===== config.mk =====
export PLATFORM = sky130hd
export DESIGN_NAME = pmc_mode_ctrl
export DESIGN_NICKNAME = d
export VERILOG_FILES = /design/src/rtl/pmc_pkg.sv /design/src/rtl/pmc_mode_ctrl.sv
export SDC_FILE = /design/constraint.sdc
export NUM_CORES = 1
export LEC_CHECK = 0
export BUFFER_PORTS_ARGS = -buffer_cell sky130_fd_sc_hd__clkbuf_2
export CORE_MARGIN = 2
export CORE_UTILIZATION = 52
export CTS_CLUSTER_SIZE = 25
export DETAILED_ROUTE_END_ITERATION = 10
export PLACE_DENSITY = 0.79
export SLEW_MARGIN = 20
export SYNTH_ARGS = -nofsm -noshare
export SYNTH_HDL_FRONTEND = slang
export SYNTH_SLANG_ARGS = --single-unit

===== constraint.sdc =====
create_clock -name ref_clk_in -period 1.7 [get_ports ref_clk_in]
set_input_delay 0.34 -clock ref_clk_in [delete_from_list [all_inputs] [get_ports ref_clk_in]]
set_output_delay 0.34 -clock ref_clk_in [all_outputs]
set_load 0.02 [all_outputs]

===== src/rtl/pmc_pkg.sv =====
// Purpose: Shared constants and types for the power mode controller.
// Assumes: One 125 MHz clock; the 32 kHz timing tick arrives as a one-cycle pulse.
// Notes: The power control register fields are kept at their printed positions.
package pmc_pkg;
  // ------------------------------------------------------------
  // Power control register layout
  // ------------------------------------------------------------
  localparam logic [7:0] PWR_CTRL_ADDR = 8'h1B;
  localparam int INVERT_BIT = 6;
  localparam int DELAY_HI = 5;
  localparam int DELAY_LO = 4;
  localparam logic [7:0] PWR_CTRL_RESET = 8'h10;
  localparam logic [1:0] DELAY_NONE = 2'h0;
  localparam logic [1:0] SYNC_ALL_ONE = 2'h3;
  localparam logic [1:0] SYNC_ALL_ZERO = 2'h0;

  // ------------------------------------------------------------
  // Operating states
  // ------------------------------------------------------------
  typedef enum logic [4:0] {
    ST_OFF = 5'h01,
    ST_COIN = 5'h02,
    ST_SLEEP = 5'h04,
    ST_STANDBY = 5'h08,
    ST_ON = 5'h10
  } pmc_mode_t;

  typedef struct packed {
    pmc_mode_t mode;
    logic [7:0] pwr_ctrl;
    logic [2:0] pin_sync;
    logic req_stable;
    logic req_seen;
    logic [1:0] delay_cnt;
    logic req_qual;
    logic cfg_copy_done;
    logic cfg_copy;
    logic rst_out;
    logic [7:0] rdata;
  } pmc_state_t;
endpackage


===== src/rtl/pmc_mode_ctrl.sv =====
// Purpose: Five-state power mode controller with low-power request qualification.
// Assumes: Register access arrives as a decoded write/read strobe pair from an I2C slave.
// Notes: Analog thresholds arrive as comparator levels already in this clock domain.
`timescale 1ns/1ns
module pmc_mode_ctrl
  import pmc_pkg::*;
(
  input wire logic ref_clk_in,
  input wire logic rst_in,
  input wire logic clk_en_in,
  input wire logic tick_32k_in,
  input wire logic supply_above_uv_in,
  input wire logic turn_on_in,
  input wire logic turn_off_in,
  input wire logic thermal_shutdown_in,
  input wire logic power_button_in,
  input wire logic switcher_off_mode_sel_in,
  input wire logic lowpower_req_pin_in,
  input wire logic fault_irq_in,
  input wire logic reg_wr_in,
  input wire logic reg_rd_in,
  input wire logic [7:0] reg_addr_in,
  input wire logic [7:0] reg_wdata_in,
  output logic [7:0] reg_rdata_out,
  output logic processor_reset_out,
  output logic interrupt_out_n,
  output logic digital_core_supply_out,
  output logic backup_domain_supply_out,
  output logic regulators_on_out,
  output logic standby_settings_copy_out,
  output logic [4:0] mode_out
);
  // ------------------------------------------------------------
  // Next-state logic
  // ------------------------------------------------------------
  pmc_state_t s_q;
  pmc_state_t s_d;
  logic decoded_req;
  logic active;
  logic reg_hit;

  function automatic logic is_active(input pmc_mode_t m);
    is_active = (m == ST_ON) || (m == ST_STANDBY) || (m == ST_SLEEP);
  endfunction

  assign decoded_req = s_q.req_stable ^ s_q.pwr_ctrl[INVERT_BIT];
  assign active = is_active(s_q.mode);
  assign reg_hit = (s_q.mode != ST_COIN) && (reg_addr_in == PWR_CTRL_ADDR);

  always_comb
  begin
    s_d = s_q;
    s_d.cfg_copy = 1'b0;
    if (reg_hit && reg_wr_in)
    begin
      s_d.pwr_ctrl = reg_wdata_in;
    end
    if (reg_hit && reg_rd_in)
    begin
      s_d.rdata = s_q.pwr_ctrl;
    end
    // The pin crosses clock domains, so only the agreed second and third stages are trusted.
    if (tick_32k_in)
    begin
      s_d.pin_sync = {s_q.pin_sync[1:0], lowpower_req_pin_in};
      if (s_q.pin_sync[2:1] == SYNC_ALL_ONE)
      begin
        s_d.req_stable = 1'b1;
      end
      else if (s_q.pin_sync[2:1] == SYNC_ALL_ZERO)
      begin
        s_d.req_stable = 1'b0;
      end
      if (decoded_req != s_q.req_seen)
      begin
        s_d.req_seen = decoded_req;
        s_d.delay_cnt = s_q.pwr_ctrl[DELAY_HI:DELAY_LO];
        if (s_q.pwr_ctrl[DELAY_HI:DELAY_LO] == DELAY_NONE)
        begin
          s_d.req_qual = decoded_req;
        end
      end
      else if (s_q.delay_cnt != DELAY_NONE)
      begin
        s_d.delay_cnt = s_q.delay_cnt - 2'h1;
        if (s_q.delay_cnt == 2'h1)
        begin
          s_d.req_qual = s_q.req_seen;
        end
      end
    end
    case (s_q.mode)
      ST_COIN:
      begin
        if (supply_above_uv_in)
        begin
          s_d.mode = ST_OFF;
        end
      end
      ST_OFF:
      begin
        if (!supply_above_uv_in)
        begin
          s_d.mode = ST_COIN;
        end
        else if (turn_on_in)
        begin
          s_d.mode = ST_ON;
          if (!s_q.cfg_copy_done)
          begin
            s_d.cfg_copy = 1'b1;
            s_d.cfg_copy_done = 1'b1;
          end
        end
      end
      ST_ON:
      begin
        if (thermal_shutdown_in || turn_off_in)
        begin
          s_d.mode = ST_OFF;
        end
        else if (!power_button_in && switcher_off_mode_sel_in)
        begin
          s_d.mode = ST_SLEEP;
        end
        else if (s_q.req_qual)
        begin
          s_d.mode = ST_STANDBY;
        end
      end
      ST_STANDBY:
      begin
        if (thermal_shutdown_in || turn_off_in)
        begin
          s_d.mode = ST_OFF;
        end
        else if (!s_q.req_qual)
        begin
          s_d.mode = ST_ON;
        end
      end
      ST_SLEEP:
      begin
        if (thermal_shutdown_in || turn_off_in)
        begin
          s_d.mode = ST_OFF;
        end
        else if (power_button_in)
        begin
          s_d.mode = ST_ON;
        end
      end
      default:
      begin
        s_d.mode = ST_OFF;
      end
    endcase
    s_d.rst_out = is_active(s_d.mode);
  end

  // ------------------------------------------------------------
  // State register
  // ------------------------------------------------------------
  always_ff @(posedge ref_clk_in or posedge rst_in)
  begin
    if (rst_in)
    begin
      s_q <= '{mode: ST_COIN, pwr_ctrl: PWR_CTRL_RESET, default: '0};
    end
    else if (clk_en_in)
    begin
      s_q <= s_d;
    end
  end

  assign reg_rdata_out = s_q.rdata;
  assign processor_reset_out = s_q.rst_out;
  assign interrupt_out_n = ~(active && fault_irq_in);
  assign digital_core_supply_out = s_q.mode != ST_COIN;
  assign backup_domain_supply_out = 1'b1;
  assign regulators_on_out = active;
  assign standby_settings_copy_out = s_q.cfg_copy;
  assign mode_out = s_q.mode;
endmodule


Word-level counts from Yosys, hierarchy flattened
Index checks and enable logic that the tools add are counted.
Storage, ports and cells
  logic and storage cells: 74
  output and inout bits: 19
  input bits: 30
  register bits after elaboration: 32
Cells by class
  equal/unequal tests: 14
  multiplexer cells: 21
  bitwise logic cells: 2
  reductions and logical operators: 25
  add/subtract/negate cells: 1
Operator list (number)
  $mux W5: 10
  $pmux W5 S5: 1
  $eq A5 B3 Y1 const B: 2
  $eq A5 B4 Y1 const B: 2
  $eq A5 B5 Y1 const B: 2
  $reduce_and A3 Y1: 3
  $eq A8 B5 Y1 const B: 1
  $mux W1: 8
  $reduce_bool A2 Y1: 4
  $mux W3: 2
  $reduce_and A2 Y1: 3
  $eq A5 B1 Y1 const B: 1
  $eq A5 B2 Y1 const B: 1
  $logic_and A1 B1 Y1: 5
  $logic_or A1 B1 Y1: 5
  $ne A5 B2 Y1 const B: 1
  $reduce_and A5 Y1: 1
  $logic_not A2 Y1: 2
  $reduce_and A4 Y1: 1
  $eq A2 B1 Y1 const B: 1
  $eq A2 B2 Y1 const B: 1
  $ne A2 B1 Y1 const B: 1
  $sub A2 B1 Y2 const B: 1
  $logic_not A1 Y1: 1
  3 further kinds: 3

Logic depth before layout (Yosys ltp)
  depth in word-level cells: 8
  gate-level depth with buffers: 6
  depth with buffers taken out: 6

Least setup slack after synthesis
Ideal clock, no wire load.
  path kind: reg2reg
  start point: register s_q, in the netlist mode_out[2]
  end point: register s_q, in the netlist reg_rdata_out[0]
  cell stages (with the launch flop): 7
  data required time: 1575 ps
  library setup time: 125 ps
  data arrival time: 1550 ps
  path buffers: 1
  setup slack: 25 ps
  cell sequence: dfrtp_1 -> buf_2 -> nor3_4 -> nand2_1 -> nor4b_4 -> nand2_2 -> mux2_2
On the way
  word-level cells in the longest chain between the ends: 4
RTL lines
  start, declared: line pmc_mode_ctrl.sv:36  | pmc_state_t s_q;
  start signal, assigned: line pmc_mode_ctrl.sv:168  | s_q <= '{mode: ST_COIN, pwr_ctrl: PWR_CTRL_RESET, default: '0};
  start signal, assigned: line pmc_mode_ctrl.sv:172  | s_q <= s_d;
  $ne A5 B2 Y1
  via digital_core_supply_out: line pmc_mode_ctrl.sv:27  | output logic digital_core_supply_out,
  $logic_and A1 B1 Y1: line pmc_mode_ctrl.sv:48  | assign reg_hit = (s_q.mode != ST_COIN) && (reg_addr_in == PWR_CTRL_ADDR);
  $logic_and A1 B1 Y1: line pmc_mode_ctrl.sv:58  | if (reg_hit && reg_rd_in)
  $reduce_and A2 Y1 (no source line)
The timed path passes the listed nets, and every way through them passes these cells.
A chain may end at the register's enable or synchronous reset.

Final worst setup path
  start point: register s_q, in the netlist mode_out[3]
  end point: output interrupt_out_n
On the way
  word-level cells in the longest chain between the ends: 5
  elaborated cells on any way between the ends: 7
RTL lines
  $eq A5 B5 Y1 / $eq A5 B4 Y1 (equally long branches): line pmc_mode_ctrl.sv:43  | is_active = (m == ST_ON) || (m == ST_STANDBY) || (m == ST_SLEEP);
  $logic_or A1 B1 Y1: line pmc_mode_ctrl.sv:43
  $logic_or A1 B1 Y1 *: line pmc_mode_ctrl.sv:43
  $logic_and A1 B1 Y1 *: line pmc_mode_ctrl.sv:178  | assign interrupt_out_n = ~(active && fault_irq_in);
  $not A1 Y1 *: line pmc_mode_ctrl.sv:178
  end, declared: line pmc_mode_ctrl.sv:26  | output logic interrupt_out_n,
Every way passes the cells marked *; elsewhere a longest branch is shown, timed or not.

==> summary.txt <==
Run status
  • Result of the run: finished with violations
  • Failing checks: setup timing

STA
  • Setup total negative slack: -0.338 ns
  • F_max: 545 MHz
  • Slack of the critical path: -0.136 ns
  • Worst clock skew: 0.0113 ns
  • Post-layout minimum cycle time: 1.84 ns
  • Final setup viols: 6
  • Final-report max-slew violation count: 0
  • Setup repair after global routing missed its margin: true
  • Period utilization: 108%
  • Count of final hold-check violations: 0

Layout
  • Number of inserted diodes: 0
  • Final cell count without fillers: 278
  • Commonest non-fill, non-tap cells in the layout: 43 x sky130_fd_sc_hd__clkbuf_2, 27 x sky130_fd_sc_hd__dfrtp_1, 19 x sky130_fd_sc_hd__buf_4
  • Fraction of layout instances using a drive strength above 1: 52.2%
  • Area Growth Syn to Fin: 32.0%
  • Final Util: 70.7%
  • Post-route cell area: 2340 µm²
  • NumNets Final: 266
  • Most common cell after layout, fill and taps aside: sky130_fd_sc_hd__clkbuf_2
  • Layout fillers: 271

Global route
  • GRT Residual Overflow: 0
  • Tot GR Track Use: 22.1%
  • Wire length of the first global-routing pass: 6640 µm
  • Met1 Resource Use GR: 25.5%
  • Met2 global-route usage: 39.1%
  • Number of global-route vias before repair: 1466
  • Met3 capacity usage during global routing: 6.31%
  • Most Used Layer, Global Route: met2
  • Number of antenna violations at the first check in global routing: 0
  • Maximum number of pins on one net before global-route repair: 33

Logic synthesis
  • Share of the yosys chip area belonging to registers: 45.3%
  • Post-synth top area cell: sky130_fd_sc_hd__dfrtp_1
  • Yosys warning count: 0
  • Mean cell area of the mapped netlist: 10.5 µm²
  • Post-synthesis instance area: 1770 µm²
  • Mux cell area share after synthesis: 12.7%
  • Xor/xnor share of the synthesized area: 1.48%
  • Compound-cell area share of the yosys netlist: 13.1%
  • Synth Area in Simple Gates: 14.5%
  • Area share of the largest cell type after synthesis: 42.3%
  • Fraction of registers with async set/reset: 100%
  • Top area cells in the synthesized netlist: sky130_fd_sc_hd__dfrtp_1 42%, sky130_fd_sc_hd__mux2_2 13%, sky130_fd_sc_hd__buf_4 5.9%
  • Count of flip-flops with a built-in enable after synthesis: 0
  • Flip-flop and latch count after synthesis: 32
  • Dominant synthesized flop cell: sky130_fd_sc_hd__dfrtp_1
  • Post-Synth Adder-Cell Area: 3.53%
  • Cell count after synthesis: 169
  • Number of distinct library cells after synthesis: 42
  • Largest family of logic cells by synthesized area: simple AND/OR/NAND/NOR gates
  • Synth Net Count: 204

Route
  • Violation count after the first detailed-route iteration: 22
  • Count of antenna-violating nets left after detailed routing: 0
  • Via count: 1422
  • Routed wire length: 4030 µm
  • Via density: 5.12
  • DRC violation count after routing: 0
  • Final routed wire length divided by cell count: 14.5 µm
  • Number of optimization iterations in the first detailed-route pass: 4

CTS
  • Root buffer selected by CTS: sky130_fd_sc_hd__clkbuf_4
  • Maximum number of buffers from clock root to sink: 2
  • CTS Buf Count: 5
  • Post-CTS Hold Buffers: 0
  • CTS Sinks: 32
  • Number of levels the H-tree was split into: 2
  • CTS tree: done
  • Clock Latency Late Sink: 0.34 ns
  • Clock slew at the register clock pins of the worst setup and hold paths: 0.10 ns

Floorplan
  • Starting Density: 53.6%
  • Die outline width: 62.4 µm
  • Number of top-level design ports: 49
  • Core area: 3310 µm²
  • # rows: 21
  • Chip height: 62.4 µm
  • Die Area: 3890 µm²

Worst setup path
  • Critical path startpoint: mode_out[3]$_DFFE_PP0P_
  • Arrival @ worst endpoint: 1.50 ns
  • Kind of end point of the critical path: output pin
  • Largest fanout on the critical path: 4
  • Category of cells accounting for the largest share of critical-path delay: flip-flops
  • Category of the most critical setup path: reg2out
  • Cell type with the highest occurrence count on the critical path: sky130_fd_sc_hd__nand2_2
  • Number of buffer and inverter stages on the critical path: 2
  • Slowest Stage Delay on Critical Path: 0.46 ns
  • Kind of launch point of the worst setup path: flip-flop
  • Reg-to-Reg Start: mode_out[1]$_DFFE_PP1P_
  • Cells along the critical path: buf_6, xor2_1, nand3b_1, nand2_2, nand2_2, buf_8
  • Worst-path cell with the longest stage delay: sky130_fd_sc_hd__dfrtp_2
  • CP Data Required Time: 1.36 ns

Pwr
  • Worst-case vdd ir drop: 0.639 mV
  • Static leakage: 1.23 nW
  • Power per unit of standard cell area: 1100 nW/µm²

Place
  • Post-placement cell area: 2040 µm²
  • Last weighted congestion value of the routability-driven placer: 0.856
  • Count of port buffers added during placement: 47
  • HPWL reported at the end of detailed placement: 2650 µm
  • Total placed cells including tap cells: 257

Hold path
  • Path type of the worst min-delay path: in2async

Job
  • Count of max-cap constraint violations: 0
## sequential cells by signal, summed over array words and instances (netlist names)
signal                     flops
mode_out                       5
s_q                           17
reg_rdata_out                  8
standby_settings_copy_out      1
processor_reset_out            1
## what timing repair did
| action | CTS | global route |
|---|---|---|
| setup buffers | 12 | 3 |
| endpoints found under the setup margin | 3 | 25 |
| resized for setup | 18 | 24 |
| pin swaps | 8 | 14 |
| endpoints found under the hold margin | 0 | 0 |
## final cells by class
type,instances,area (µm²),area share (%)
multi-input cells,109,897,38.3
flip-flops and latches,32,807,34.5
repair buffers,73,483,20.6
clock buffers,8,58.8,2.51
well taps,46,57.6,2.46
inverters,10,37.5,1.60
## logic make-up (layout without fill, tap and decap cells)
family	Yosys count	in the layout
AO/OA/AOI/OAI	35	35
XOR/XNOR	3	3
adder cells (fa/ha/maj)	5	5
buffers and inverters	28	91
flip-flops	32	32
multiplexers	20	20
other	1	1
AND/OR/NAND/NOR	45	45
## cell usage after synthesis, drive strengths merged, types with 2 or more instances
cell and number:
a21o 2, a21oi 5, a22o 3, and3 3, buf 17, dfrtp 30
dfstp 2, ha 5, inv 9, mux2 20, nand2 12, nand2b 2
nand3 3, nor2 9, nor2b 3, nor3 6, nor4b 2, o21ai 10
o22ai 2, o2bb2ai 2, o31ai 3, xor2 3
## path summary, 6_finish.rpt
| path | to | slack, ns | depth (start not counted) |
|---|---|---|---|
| min reg2reg | s_q[10]$_DFFE_PP0P_ | 0.47 | 1 |
| min in group ref_clk_in | s_q[20]$_DFFE_PP0P_ | 0.24 | 2 |
| max in group asynchronous | s_q[23]$_DFFE_PP1P_ | 1.31 | 3 |
| max | interrupt_out_n | -0.14 | 6 |
| max reg2reg | reg_rdata_out[0]$_DFFE_PP0P_ | -0.02 | 6 |
| min | reg_rdata_out[4]$_DFFE_PP0P_ | 0.05 | 3 |
## power breakdown
part	internal, W	switching [W]	leakage (nW)	total, W
clock network	0.000204	0.000249	0.0326	0.000453
registers	0.000890	0.000131	0.413	0.00102
logic	0.000549	0.000553	0.780	0.00110
total	0.00164	0.000933	1.23	0.00258
## worst min-delay path, delay by kind of cell
| kind | cells | cell delay (ns) |
|---|---|---|
| buffers and inverters | 3 | 0.48 |
## layer usage
metal  share of wire (%)  vias up
met5                   0        -
met4                 1.8        0
met3                 4.8        9
met2                  52       44
met1                  41      666
li1                    -      703
## metrics by stage
step	hold slack, ns	total power [W]	setup slack [ns]
final	0.0543	0.00258	-0.136
after global routing	0.0770	0.00276	-0.231
after CTS	0.0659	0.00248	-0.136
after detailed placement	0.427	0.00186	-0.120
after global placement	0.427	0.00184	-0.112
after floorplan	0.429	0.00165	0.0252
(Power assumes the default switching activity.)
